==> config.mk <==
export PLATFORM = sky130hd
export DESIGN_NAME = etc_timer
export DESIGN_NICKNAME = d
export VERILOG_FILES = /design/src/verilog/etc_pkg.sv /design/src/verilog/etc_timer.sv
export SDC_FILE = /design/constraint.sdc
export NUM_CORES = 1
export LEC_CHECK = 0
export BUFFER_PORTS_ARGS = -buffer_cell sky130_fd_sc_hd__buf_4
export CAP_MARGIN = 30
export CORE_ASPECT_RATIO = 0.8
export CORE_UTILIZATION = 55
export DETAILED_ROUTE_END_ITERATION = 8
export PLACE_DENSITY = 0.82
export SETUP_SLACK_MARGIN = 0.15
export SYNTH_ARGS = -nofsm -noshare
export SYNTH_HDL_FRONTEND = slang
export SYNTH_SLANG_ARGS = --single-unit
==> constraint.sdc <==
create_clock -name i_clk -period 3.6 [get_ports i_clk]
set_input_delay 0 -clock i_clk [delete_from_list [all_inputs] [get_ports i_clk]]
set_output_delay 0 -clock i_clk [all_outputs]
set_load 0.01 [all_outputs]
==> src/verilog/etc_pkg.sv <==
// Package with register map, field layout and encodings of the 8-bit timer compare unit.
package etc_pkg;
   localparam int ETC_AW = 3;
   // Register offsets.
   localparam logic [2:0] ETC_OFF_CONTROL = 3'h0;
   localparam logic [2:0] ETC_OFF_COUNTER = 3'h1;
   localparam logic [2:0] ETC_OFF_COMPARE = 3'h2;
   localparam logic [2:0] ETC_OFF_FLAG = 3'h3;
   localparam logic [2:0] ETC_OFF_MASK = 3'h4;
   localparam logic [2:0] ETC_OFF_STATUS = 3'h5;
   // Control register fields: [2:0] clock select, [4:3] waveform mode, [6:5] output mode, [7] force strobe.
   localparam int ETC_CS_LSB = 0;
   localparam int ETC_WGM_LSB = 3;
   localparam int ETC_COM_LSB = 5;
   localparam int ETC_FOC_BIT = 7;
   // Flag and mask register bits.
   localparam int ETC_OVF_BIT = 0;
   localparam int ETC_CMP_BIT = 1;
   // Status register bits: [0] global interrupt enable (written), [1] compare irq ack (written).
   localparam int ETC_GIE_BIT = 0;
   localparam int ETC_ACK_BIT = 1;
   localparam logic [7:0] ETC_BOTTOM = 8'h00;
   localparam logic [7:0] ETC_MAX = 8'hff;
   localparam logic [2:0] ETC_CS_STOP = 3'h0;
   localparam logic [2:0] ETC_CS_DIV1 = 3'h1;
   localparam logic [2:0] ETC_CS_DIV8 = 3'h2;
   localparam logic [2:0] ETC_CS_DIV64 = 3'h3;
   localparam logic [2:0] ETC_CS_DIV256 = 3'h4;
   localparam logic [2:0] ETC_CS_DIV1024 = 3'h5;
   localparam logic [2:0] ETC_CS_EXT_FALL = 3'h6;
   localparam logic [2:0] ETC_CS_EXT_RISE = 3'h7;
   localparam logic [9:0] ETC_TAP8 = 10'h007;
   localparam logic [9:0] ETC_TAP64 = 10'h03f;
   localparam logic [9:0] ETC_TAP256 = 10'h0ff;
   localparam logic [9:0] ETC_TAP1024 = 10'h3ff;
   localparam logic [1:0] ETC_WGM_NORMAL = 2'h0;
   localparam logic [1:0] ETC_WGM_PCPWM = 2'h1;
   localparam logic [1:0] ETC_WGM_CTC = 2'h2;
   localparam logic [1:0] ETC_WGM_FAST = 2'h3;
   localparam logic [1:0] ETC_COM_OFF = 2'h0;
   localparam logic [1:0] ETC_COM_TOGGLE = 2'h1;
   localparam logic [1:0] ETC_COM_CLEAR = 2'h2;
   localparam logic [1:0] ETC_COM_SET = 2'h3;
endpackage

==> src/verilog/etc_timer.sv <==
// Single-channel 8-bit timer/counter with one output compare channel.
//
// Local design decisions: the address map and strobed register access.
`timescale 1ns/1ns
module etc_timer
   import etc_pkg::*;
(
   input wire logic i_clk,                  // System clock, 250 MHz.
   input wire logic i_rst,                  // Asynchronous reset, active high.
   input wire logic [ETC_AW-1:0] i_addr,    // Register address.
   input wire logic [7:0] i_wdata,          // Register write data.
   input wire logic i_wr,                   // Write strobe.
   input wire logic i_rd,                   // Read strobe.
   input wire logic i_ext_clk,              // External clock pin, synchronous.
   input wire logic i_presc_rst,            // Shared prescaler reset.
   output logic [7:0] o_rdata,              // Read data, one cycle after strobe.
   output logic o_compare_output,           // Compare output state.
   output logic o_cmp_irq,                  // Compare interrupt request.
   output logic o_ovf_irq                   // Overflow interrupt request.
);

   typedef struct packed {
      logic [7:0] cnt;
      logic [7:0] ocr;
      logic [7:0] ocr_buf;
      logic [2:0] cs;
      logic [1:0] wgm;
      logic [1:0] com;
      logic ovf_flag;
      logic cmp_flag;
      logic ovf_mask;
      logic cmp_mask;
      logic gie;
      logic down;
      logic block;
      logic match_pend;
      logic ext_d;
      logic [9:0] presc;
      logic oc;
      logic [7:0] rdata;
      logic cmp_irq;
      logic ovf_irq;
   } etc_state_t;

   etc_state_t st_r;
   etc_state_t st_nxt;

   // True for both PWM modes, where the compare register is buffered.
   function automatic logic etc_is_pwm(input logic [1:0] wgm);
      etc_is_pwm = (wgm == ETC_WGM_PCPWM) || (wgm == ETC_WGM_FAST);
   endfunction

   // Output update on a match for the given modes.
   function automatic logic etc_wave(input logic [1:0] com, input logic oc, input logic up_cnt, input logic pwm);
      etc_wave = oc;
      unique case (com)
         ETC_COM_OFF: etc_wave = oc;
         ETC_COM_TOGGLE: etc_wave = pwm ? oc : ~oc;
         ETC_COM_CLEAR: etc_wave = pwm ? ~up_cnt : 1'b0;
         ETC_COM_SET: etc_wave = pwm ? up_cnt : 1'b1;
      endcase
   endfunction

   // Mask of the prescaler bits that must all be ones for a divided tap to fire.
   function automatic logic [9:0] etc_tap_mask(input int idx);
      case (idx)
         0: etc_tap_mask = ETC_TAP8;
         1: etc_tap_mask = ETC_TAP64;
         2: etc_tap_mask = ETC_TAP256;
         default: etc_tap_mask = ETC_TAP1024;
      endcase
   endfunction

   // Tick from the selected source; the pin edge is judged against last cycle's sample.
   // tick source select
   function automatic logic etc_tick_sel(input logic [2:0] cs, input logic [3:0] taps, input logic ext_d,
                                         input logic ext_now);
      etc_tick_sel = 1'b0;
      unique case (cs)
         ETC_CS_STOP: etc_tick_sel = 1'b0;
         ETC_CS_DIV1: etc_tick_sel = 1'b1;
         ETC_CS_DIV8: etc_tick_sel = taps[0];
         ETC_CS_DIV64: etc_tick_sel = taps[1];
         ETC_CS_DIV256: etc_tick_sel = taps[2];
         ETC_CS_DIV1024: etc_tick_sel = taps[3];
         ETC_CS_EXT_FALL: etc_tick_sel = ext_d && !ext_now;
         ETC_CS_EXT_RISE: etc_tick_sel = !ext_d && ext_now;
      endcase
   endfunction

   // Strobe qualified by one register offset.
   function automatic logic etc_hit(input logic strobe, input logic [ETC_AW-1:0] addr,
                                    input logic [ETC_AW-1:0] off);
      etc_hit = strobe && (addr == off);
   endfunction

   // Register read multiplexer; the force strobe is write-only and so reads as zero.
   function automatic logic [7:0] etc_read_mux(input logic [ETC_AW-1:0] addr, input etc_state_t s);
      unique case (addr)
         ETC_OFF_CONTROL: etc_read_mux = {1'b0, s.com, s.wgm, s.cs};
         ETC_OFF_COUNTER: etc_read_mux = s.cnt;
         ETC_OFF_COMPARE: etc_read_mux = etc_is_pwm(s.wgm) ? s.ocr_buf : s.ocr;
         ETC_OFF_FLAG: etc_read_mux = {6'h00, s.cmp_flag, s.ovf_flag};
         ETC_OFF_MASK: etc_read_mux = {6'h00, s.cmp_mask, s.ovf_mask};
         ETC_OFF_STATUS: etc_read_mux = {6'h00, s.oc, s.gie};
         default: etc_read_mux = 8'h00;
      endcase
   endfunction

   logic tick;
   logic ovf_set;
   logic wr_mask;
   wire [3:0] tap_hit;

   // prescaler taps
   // The taps share one free-running divider, so a new selection may wait up to one full period.
   for (genvar g = 0; g < 4; g++) begin : g_tap
      assign tap_hit[g] = ((st_r.presc & etc_tap_mask(g)) == etc_tap_mask(g));
   end

   logic at_bottom;
   logic at_max;
   logic at_top;
   logic match;
   logic wr_ctl;
   logic wr_cnt;
   logic wr_cmp;
   logic wr_flag;
   logic wr_stat;

   always_comb begin
      st_nxt = st_r;
      ovf_set = 1'b0;
      wr_ctl = etc_hit(i_wr, i_addr, ETC_OFF_CONTROL);
      wr_cnt = etc_hit(i_wr, i_addr, ETC_OFF_COUNTER);
      wr_cmp = etc_hit(i_wr, i_addr, ETC_OFF_COMPARE);
      wr_flag = etc_hit(i_wr, i_addr, ETC_OFF_FLAG);
      wr_mask = etc_hit(i_wr, i_addr, ETC_OFF_MASK);
      wr_stat = etc_hit(i_wr, i_addr, ETC_OFF_STATUS);

      // Free-running shared prescaler; reset realigns all taps.
      st_nxt.presc = i_presc_rst ? 10'h000 : st_r.presc + 10'h001;
      st_nxt.ext_d = i_ext_clk;

      tick = etc_tick_sel(st_r.cs, tap_hit, st_r.ext_d, i_ext_clk);

      at_bottom = (st_r.cnt == ETC_BOTTOM);
      at_max = (st_r.cnt == ETC_MAX);
      at_top = (st_r.wgm == ETC_WGM_CTC) ? (st_r.cnt == st_r.ocr) : at_max;
      match = (st_r.cnt == st_r.ocr);

      // A match is latched and acted on at the next tick unless a counter write blocked it.
      if (tick) begin
         st_nxt.match_pend = 1'b0;
         st_nxt.block = 1'b0;
      end
      if (match && !st_r.block) begin
         st_nxt.match_pend = 1'b1;
      end

      if (tick) begin
         if (st_r.match_pend) begin
            st_nxt.cmp_flag = 1'b1;
            st_nxt.oc = etc_wave(st_r.com, st_r.oc, !st_r.down, etc_is_pwm(st_r.wgm));
         end
         unique case (st_r.wgm)
            ETC_WGM_NORMAL: begin
               st_nxt.cnt = st_r.cnt + 8'h01;
               st_nxt.down = 1'b0;
               if (at_max) begin
                  ovf_set = 1'b1;
               end
            end
            ETC_WGM_CTC: begin
               st_nxt.cnt = at_top ? ETC_BOTTOM : st_r.cnt + 8'h01;
               st_nxt.down = 1'b0;
               if (at_max) begin
                  ovf_set = 1'b1;
               end
            end
            ETC_WGM_FAST: begin
               st_nxt.cnt = at_max ? ETC_BOTTOM : st_r.cnt + 8'h01;
               st_nxt.down = 1'b0;
               if (at_max) begin
                  ovf_set = 1'b1;
                  st_nxt.ocr = st_r.ocr_buf;
               end
               // Non-inverted output sets at bottom, inverted clears.
               if (at_max && (st_r.com == ETC_COM_CLEAR)) begin
                  st_nxt.oc = 1'b1;
               end
               if (at_max && (st_r.com == ETC_COM_SET)) begin
                  st_nxt.oc = 1'b0;
               end
            end
            ETC_WGM_PCPWM: begin
               if (at_max) begin
                  st_nxt.down = 1'b1;
                  st_nxt.cnt = st_r.cnt - 8'h01;
                  st_nxt.ocr = st_r.ocr_buf;
               end else if (at_bottom) begin
                  st_nxt.down = 1'b0;
                  st_nxt.cnt = st_r.cnt + 8'h01;
                  ovf_set = 1'b1;
               end else begin
                  st_nxt.cnt = st_r.down ? st_r.cnt - 8'h01 : st_r.cnt + 8'h01;
               end
            end
         endcase
      end

      if (wr_cnt) begin
         st_nxt.cnt = i_wdata;
         st_nxt.block = 1'b1;
         st_nxt.match_pend = 1'b0;
      end

      if (wr_cmp) begin
         if (etc_is_pwm(st_r.wgm)) begin
            st_nxt.ocr_buf = i_wdata;
         end else begin
            st_nxt.ocr = i_wdata;
            st_nxt.ocr_buf = i_wdata;
         end
      end

      if (wr_ctl) begin
         st_nxt.cs = i_wdata[ETC_CS_LSB +: 3];
         st_nxt.wgm = i_wdata[ETC_WGM_LSB +: 2];
         st_nxt.com = i_wdata[ETC_COM_LSB +: 2];
         if (i_wdata[ETC_FOC_BIT] && !etc_is_pwm(i_wdata[ETC_WGM_LSB +: 2])) begin
            st_nxt.oc = etc_wave(i_wdata[ETC_COM_LSB +: 2], st_r.oc, 1'b1, 1'b0);
         end
      end

      if (wr_mask) begin
         st_nxt.ovf_mask = i_wdata[ETC_OVF_BIT];
         st_nxt.cmp_mask = i_wdata[ETC_CMP_BIT];
      end

      // clear by one or service
      // Hardware set in the same cycle wins over these clears.
      if (ovf_set) begin
         st_nxt.ovf_flag = 1'b1;
      end else if (wr_flag && i_wdata[ETC_OVF_BIT]) begin
         st_nxt.ovf_flag = 1'b0;
      end
      if (((wr_flag && i_wdata[ETC_CMP_BIT]) || (wr_stat && i_wdata[ETC_ACK_BIT]))
          && !(tick && st_r.match_pend)) begin
         st_nxt.cmp_flag = 1'b0;
      end
      if (wr_stat) begin
         st_nxt.gie = i_wdata[ETC_GIE_BIT];
      end

      st_nxt.cmp_irq = st_nxt.cmp_flag && st_nxt.cmp_mask && st_nxt.gie;
      st_nxt.ovf_irq = st_nxt.ovf_flag && st_nxt.ovf_mask && st_nxt.gie;

      // Read data stand for one cycle only; idle cycles return zero so no stale value lingers.
      st_nxt.rdata = 8'h00;
      if (i_rd) begin
         st_nxt.rdata = etc_read_mux(i_addr, st_r);
      end
   end

   always_ff @(posedge i_clk or posedge i_rst) begin
      if (i_rst) begin
         st_r <= '0;
      end else begin
         st_r <= st_nxt;
      end
   end

   assign o_rdata = st_r.rdata;
   assign o_compare_output = st_r.oc;
   assign o_cmp_irq = st_r.cmp_irq;
   assign o_ovf_irq = st_r.ovf_irq;

endmodule
==> key figures, run 1 <==
Outcome
  – Status: finished clean

Clocking
  – Cts bufs inserted: 9
  – # Post-CTS Setup Buffers: 0
  – CTS resizes: 0
  – Skew-Pair Late Insertion Delay: 350 ps
  – Clock sinks: 61
  – CTS root buffer: clkbuf_8
  – CTS Buffer Depth: 2
  – CTS clk-pin slew, worst paths: 70 ps
  – H-tree Lvls: 3
  – CTS hold repair buffers: 13
  – CTS tree: built

Die
  – Die Height: 75 um
  – Ports: 28
  – FP Rows: 26
  – Starting Density: 57.2%
  – Die width: 93.2 um
  – Core area: 6410 um^2
  – DIE AREA: 6990 um^2

Yosys
  – Area contributors post-synth: dfrtp_1, mux2i_1, mux2_2
  – Ys Warns: 0
  – Sequential area share after synthesis: 41.7%
  – Post-synthesis cell type count: 53
  – Cell Area, Synth: 3660 um^2
  – Cell taking the most area after synthesis: dfrtp_1
  – Syn nets: 403
  – Syn avg cell area: 9.62 um^2
  – Mapped Cells: 381
  – Post-synthesis async set-or-reset flop share: 100%
  – Top_reg_cell synth: dfrtp_1
  – EDFF count, synth: 0
  – Top-area cell type share of the netlist area: 41.7%
  – #FFs+latches synth: 61

Setup path
  – Worst-path fanout max: 11
  – Delay-heaviest family, CP: simple AND/OR/NAND/NOR gates
  – CP Launch Type: register
  – CP Capture Type: register
  – Most used cell, CP: a21oi_1
  – Slowest stage cell, crit path: and3_1
  – Worst setup path class: register to register
  – Worst-path cell chain: or3b_2 > a21oi_1 > a221o_1 > and3_1 > mux2i_1 > a21oi_1
  – Highest cell delay on the worst timing path: 550 ps
  – Worst EP required: 3810 ps
  – CP bufs+invs: 0
  – WP data arrival: 2880 ps

Global routing
  – Total Routing Usage GR: 27.8%
  – Initial antenna violation count: 0
  – First-pass GRT wire length: 14400 um
  – Grt ovf: 0
  – Met2 usage: 42.2%
  – Vias in the first global route: 2833
  – Largest net degree at the start of global routing: 39
  – Met1 Usage GRT: 37.9%
  – Most Crowded Layer GR: met2
  – GR Layer Usage met3: 8.59%

Power and ir drop
  – Max IR drop VDD: 0.275 mV
  – Leak: 1.81 nW
  – Overall Power: 0.00262 W
  – Pwr per Cell Area: 631 nW/um^2

Route
  – DR vias: 3109
  – Routed wire length: 9250 um
  – DRC Markers: 0
  – Drt pass-1 iters: 5
  – ANT nets after route: 0
  – Initial drt markers: 379
  – WL per Instance: 18.8 um
  – DR vias/cell: 6.31

Finish
  – Fin nets: 426
  – N_diodes: 0
  – Fillcell total: 490
  – Final non-filler cell area: 4150 um^2
  – Layout cell share with drive strength beyond 1: 18.8%
  – Layout area overhead: 13.3%

Placement
  – Gpl congestion: 1.00
  – Place WS: 1030 ps
  – Port bufs: 27
  – DP Area: 3820 um^2
  – Final HPWL DP: 6310 um

STA
  – Period utilization: 74.4%
  – Final Skew: 14.0 ps
  – Hold Worst Slack: 73.6 ps
  – Least-Margin Pin Slew: 691 ps
  – RSZ-0062 raised after global routing: false
  – Achievable Freq: 0.373 GHz
  – Setup ws final: 921 ps
  – Min Clock Period, post-route: 2680 ps
  – Final Max Slew Viols: 0
  – Final setup vio count: 0
  – Setup TNS: 0 ps
  – Final count of hold timing violations: 0
  – Slew headroom: 53.9%

Hold path
  – Hold Path Class: input port to register

Flow run
  – Number of max-cap violations: 0
## cells in the mapped netlist, types with 5 or more instances
| cell type | number |
|---|---|
| nand2_1 | 22 |
| xor2_1 | 7 |
| and3_1 | 5 |
| nand2b_1 | 6 |
| dfrtp_1 | 61 |
| nor2_1 | 33 |
| o21ai_0 | 14 |
| xnor2_1 | 17 |
| and2_1 | 10 |
| a31oi_1 | 6 |
| mux2i_1 | 24 |
| nor3_1 | 6 |
| buf_4 | 8 |
| inv_1 | 11 |
| clkbuf_1 | 15 |
| nand4_1 | 8 |
| mux2_2 | 16 |
| a21oi_1 | 31 |
| buf_2 | 5 |
| ha_1 | 5 |
| o22ai_1 | 7 |
| nand3_1 | 10 |
## metal layers
metal  vias to the layer above  part of all wire (%)
met5                         -                     0
met1                      1474                    43
met2                       212                    45
met3                        35                   9.6
met4                         0                   2.7
li1                       1388                     -
## power breakdown
group	internal, W	switching, W	total [W]	leakage, nW
sequential	0.000837	0.000289	0.00113	0.764
combinational	0.000436	0.000447	0.000883	0.946
clock	0.000337	0.000271	0.000608	0.0964
## flip-flops by register name (all words and copies together) (netlist names)
name and count:
o_compare_output 1, st_r 50, o_cmp_irq 1, o_rdata 8, o_ovf_irq 1
## worst paths after layout
kind / startpoint / endpoint / slack, ps / cells past startpoint
max: st_r[34] / st_r[47] / 920 / 6
min: i_wr / st_r[25] / 70 / 4
max reg2reg: st_r[34] / st_r[47] / 920 / 6
min reg2reg: st_r[11] / st_r[11] / 480 / 1
max in group asynchronous: i_rst / st_r[49] / 2480 / 4
min in group asynchronous: i_rst / st_r[58] / 240 / 3
## kinds of logic after synthesis
logic type / Yosys count / synth area share (%)
compound gates: 81 / 14.4
xor+xnor: 24 / 5.74
fa+ha+maj: 5 / 1.71
buf+inv: 42 / 5.70
flops: 61 / 41.7
mux: 42 / 12.7
simple gates: 126 / 18.1
## worst min-delay path, cell delays in order
cell and delay (ps):
buf_4 130, nand3_1 90, mux2i_1 70, inv_1 90
## through the flow
step / util [%] / std cells
final: 64.7 / 493
after global routing: 64.7 / 493
after CTS: 64.6 / 492
after detailed placement: 59.6 / 463
after global placement: 59.6 / 463
after floorplan: - / 381
## area by class of cell
cell class	count	area, um^2	area share [%]
multi-input cells	278	1930	46.5
flip-flops and latches	61	1530	36.8
repair buffers	43	355	8.56
clock buffers	12	145	3.50
well taps	84	105	2.53
clock inverters	4	47.5	1.15
inverters	11	41.3	0.995
## cells in the final DEF, fill, tap and decap left out, types with 6 or more instances in the layout
cell and instances:
xor2_1 7, nand4_1 8, buf_4 29, mux2i_1 24, xnor2_1 17, nand3_1 10
and2_1 10, mux2_2 16, a21oi_1 31, inv_1 10, nand2b_1 6, nor2_1 33
nor3_1 6, dlygate4sd3_1 13, a31oi_1 6, dfrtp_1 61, clkbuf_8 10, nand2_1 22
o21ai_0 14, o22ai_1 7
Note: power is estimated with default switching activity, not from simulation.
==> inputs of run 2 (changes only) <==
clock period = 2.6 ns   (was 3.6 ns; I/O delays follow)
==> run 2 against run 1 <==
Compared with the run above: via count down 2.6%; final area grew 3.2%; flip-flop and latch count unchanged; worst hold slack worse by 18 ps; largest power group unchanged; critical path type unchanged; critical endpoint is now st_r[56]; die area unchanged.
==> key figures, run 2 (synthesis gave the netlist of run 1 again) <==
Outcome
  – Status: finished clean (unchanged)

Clocking
  – Clock sinks: 61 (unchanged)
  – Skew-Pair Late Insertion Delay: 340 ps (was 350 ps)
  – CTS Buffer Depth: 2 (unchanged)
  – CTS tree: built (unchanged)
  – H-tree Lvls: 3 (unchanged)
  – Cts bufs inserted: 9 (unchanged)
  – CTS root buffer: clkbuf_8 (unchanged)
  – CTS clk-pin slew, worst paths: 70 ps (about the same)

Global routing
  – Initial antenna violation count: 0 (unchanged)
  – Total Routing Usage GR: 27.5% (was 27.8%)
  – First-pass GRT wire length: 14100 um (was 14400 um)
  – Grt ovf: 0 (unchanged)
  – Largest net degree at the start of global routing: 34 (was 39)
  – Vias in the first global route: 2745 (was 2833)

Finish
  – Most frequent cells in the layout: dfrtp_1, buf_4, nor2_1 (was dfrtp_1, nor2_1, a21oi_1)
  – Register Area: 1530 um^2 (about the same)
  – Final non-filler cell area: 4280 um^2 (was 4150 um^2)
  – Top reg by flops: st_r (unchanged)
  – Most common cell after layout, fill and taps aside: dfrtp_1 (unchanged)
  – Layout area overhead: 16.9% (was 13.3%)
  – Multi-input logic area: 1930 um^2 (about the same)
  – Fillcell total: 489 (was 490)
  – Largest register FFs: 50 (unchanged)
  – Fin nets: 440 (was 426)
  – N_diodes: 0 (unchanged)
  – Layout cell share with drive strength beyond 1: 22.5% (was 18.8%)
  – Post-route insts no fill: 507 (was 493)

Setup path
  – Worst EP required: 2820 ps (was 3810 ps)
  – Highest cell delay on the worst timing path: 480 ps (was 550 ps)
  – Worst-path cell chain: inv_1 > ha_1 > or3b_2 > o21a_4 > o21ai_2 > a31oi_1 > a221oi_2 > o21ai_1 (was or3b_2 > a21oi_1 > a221o_1 > and3_1 > mux2i_1 > a21oi_1)
  – CP Capture Type: register (unchanged)
  – Worst-path fanout max: 9 (was 11)
  – CP Launch Type: register (unchanged)
  – Slowest stage cell, crit path: dfrtp_2 (was and3_1)
  – Crit. Startpoint: st_r[53] (was st_r[34])
  – FF-to-FF Start: st_r[53] (was st_r[34])
  – Worst setup path class: register to register (unchanged)
  – WP data arrival: 2590 ps (was 2880 ps)

STA
  – Least-Margin Pin Slew: 556 ps (was 691 ps)
  – Setup TNS: 0 ps (unchanged)
  – RSZ-0062 raised after global routing: true (was false)
  – Final Skew: 11.3 ps (was 14.0 ps)
  – Min Clock Period, post-route: 2380 ps (was 2680 ps)
  – Final count of hold timing violations: 0 (unchanged)
  – Hold Worst Slack: 55.8 ps (was 73.6 ps)
  – Final Max Slew Viols: 0 (unchanged)
  – Setup ws final: 222 ps (was 921 ps)
  – Achievable Freq: 0.420 GHz (was 0.373 GHz)
  – Final setup vio count: 0 (unchanged)
  – Slew headroom: 62.8% (was 53.9%)
  – Period utilization: 91.5% (was 74.4%)

Power and ir drop
  – Switching pwr: 0.00139 W (was 0.00101 W)
  – Combinational power share: 37.7% (was 33.7%)
  – Pwr per Cell Area: 880 nW/um^2 (was 631 nW/um^2)
  – Max IR drop VDD: 0.528 mV (was 0.275 mV)
  – Leak: 1.89 nW (was 1.81 nW)
  – Cell internal pwr: 0.00238 W (was 0.00161 W)
  – Clock share of power: 24.5% (was 23.2%)
  – Sw Ratio: 36.8% (was 38.5%)
  – Sequential fraction of design power: 37.9% (was 43.0%)

Route
  – ANT nets after route: 0 (unchanged)
  – Drt pass-1 iters: 6 (was 5)
  – Routed wire length: 9170 um (was 9250 um)
  – DR vias: 3027 (was 3109)
  – DRC Markers: 0 (unchanged)
  – DR vias/cell: 5.97 (was 6.31)
  – WL per Instance: 18.1 um (was 18.8 um)
  – Initial drt markers: 284 (was 379)

Placement
  – Gpl congestion: 0.896 (was 1.00)
  – Port bufs: 27 (unchanged)
  – Place WS: 219 ps (was 1030 ps)
  – DP Area: 3930 um^2 (was 3820 um^2)
  – Final HPWL DP: 6420 um (was 6310 um)
  – # placed instances: 478 (was 463)

Flow run
  – Number of max-cap violations: 0 (unchanged)

Die
  – Core area: 6410 um^2 (unchanged)
  – Die Height: 75 um (unchanged)
  – FP Rows: 26 (unchanged)
  – Starting Density: 57.2% (unchanged)
  – Die width: 93.2 um (unchanged)
  – DIE AREA: 6990 um^2 (unchanged)
  – Ports: 28 (unchanged)

Hold path
  – Hold Path Class: input port to register (unchanged)
  – Worst hold start: i_wr (unchanged)
==> run 2: cell count changes in the layout (fill, tap and decap cells not counted), sizes merged <==
cell,previous run,this run
buf,29,44
clkbuf,13,10
clkinv,2,4
bufinv,1,2
clkinvlp,1,0
==> run 2: power by group through the flow <==
stage | registers, W | logic, W | clock network (W)
floorplan | 0.00130 | 0.00110 | 0
global placement | 0.00142 | 0.00135 | 0
detailed placement | 0.00143 | 0.00137 | 0
CTS | 0.00141 | 0.00140 | 0.000935
global route | 0.00145 | 0.00153 | 0.000980
finish | 0.00143 | 0.00142 | 0.000922
==> run 2: per-layer routing <==
| layer | part of all wire (%) | track usage, % |
|---|---|---|
| met1 | 45 | 38.0 |
| met2 | 44 | 40.1 |
| met3 | 9.2 | 10.4 |
| met4 | 1.6 | 8.89 |
| met5 | 0 | 0 |
==> run 2: path summary, 6_finish.rpt <==
path	slack (ps)	endpoint	cells after the start
setup / recovery	220	st_r[56]	8
hold / removal	60	st_r[28]	3
setup reg to reg	220	st_r[56]	8
hold reg to reg	480	st_r[11]	1
max in group asynchronous	1880	st_r[14]	4
min in group asynchronous	90	st_r[26]	3
==> run 2: area by class of cell <==
class                           instances  area share [%]
Multi-Input combinational cell        278            45.1
Sequential cell                        61            35.7
Timing Repair Buffer                   57            10.8
Clock buffer                           10            2.98
Tap cell                               84            2.45
Clock inverter                          6            2.05
Inverter                               11           0.964
==> run 2: through the flow <==
stage | total power [W] | util (%)
6_report | 0.00377 | 66.8
5_1_grt | 0.00397 | 66.8
4_1_cts | 0.00374 | 66.7
3_5_place_dp | 0.00279 | 61.3
3_3_place_gp | 0.00277 | 61.3
2_1_floorplan | 0.00240 | -
==> run 2: what timing repair did <==
action                     in CTS  in global routing
setup endpoints to repair       0                  8
gates resized for setup         0                  3
setup buffers                   0                  0
hold buffers                   13                  0
hold endpoints to repair      106                  0
==> run 2: critical path: cells and delay by family, from the launching register on <==
kind	cells	cell delay [ps]
simple gates	1	480
flops	1	480
buf+inv	1	140
compound gates	5	990
fa+ha+maj	1	160
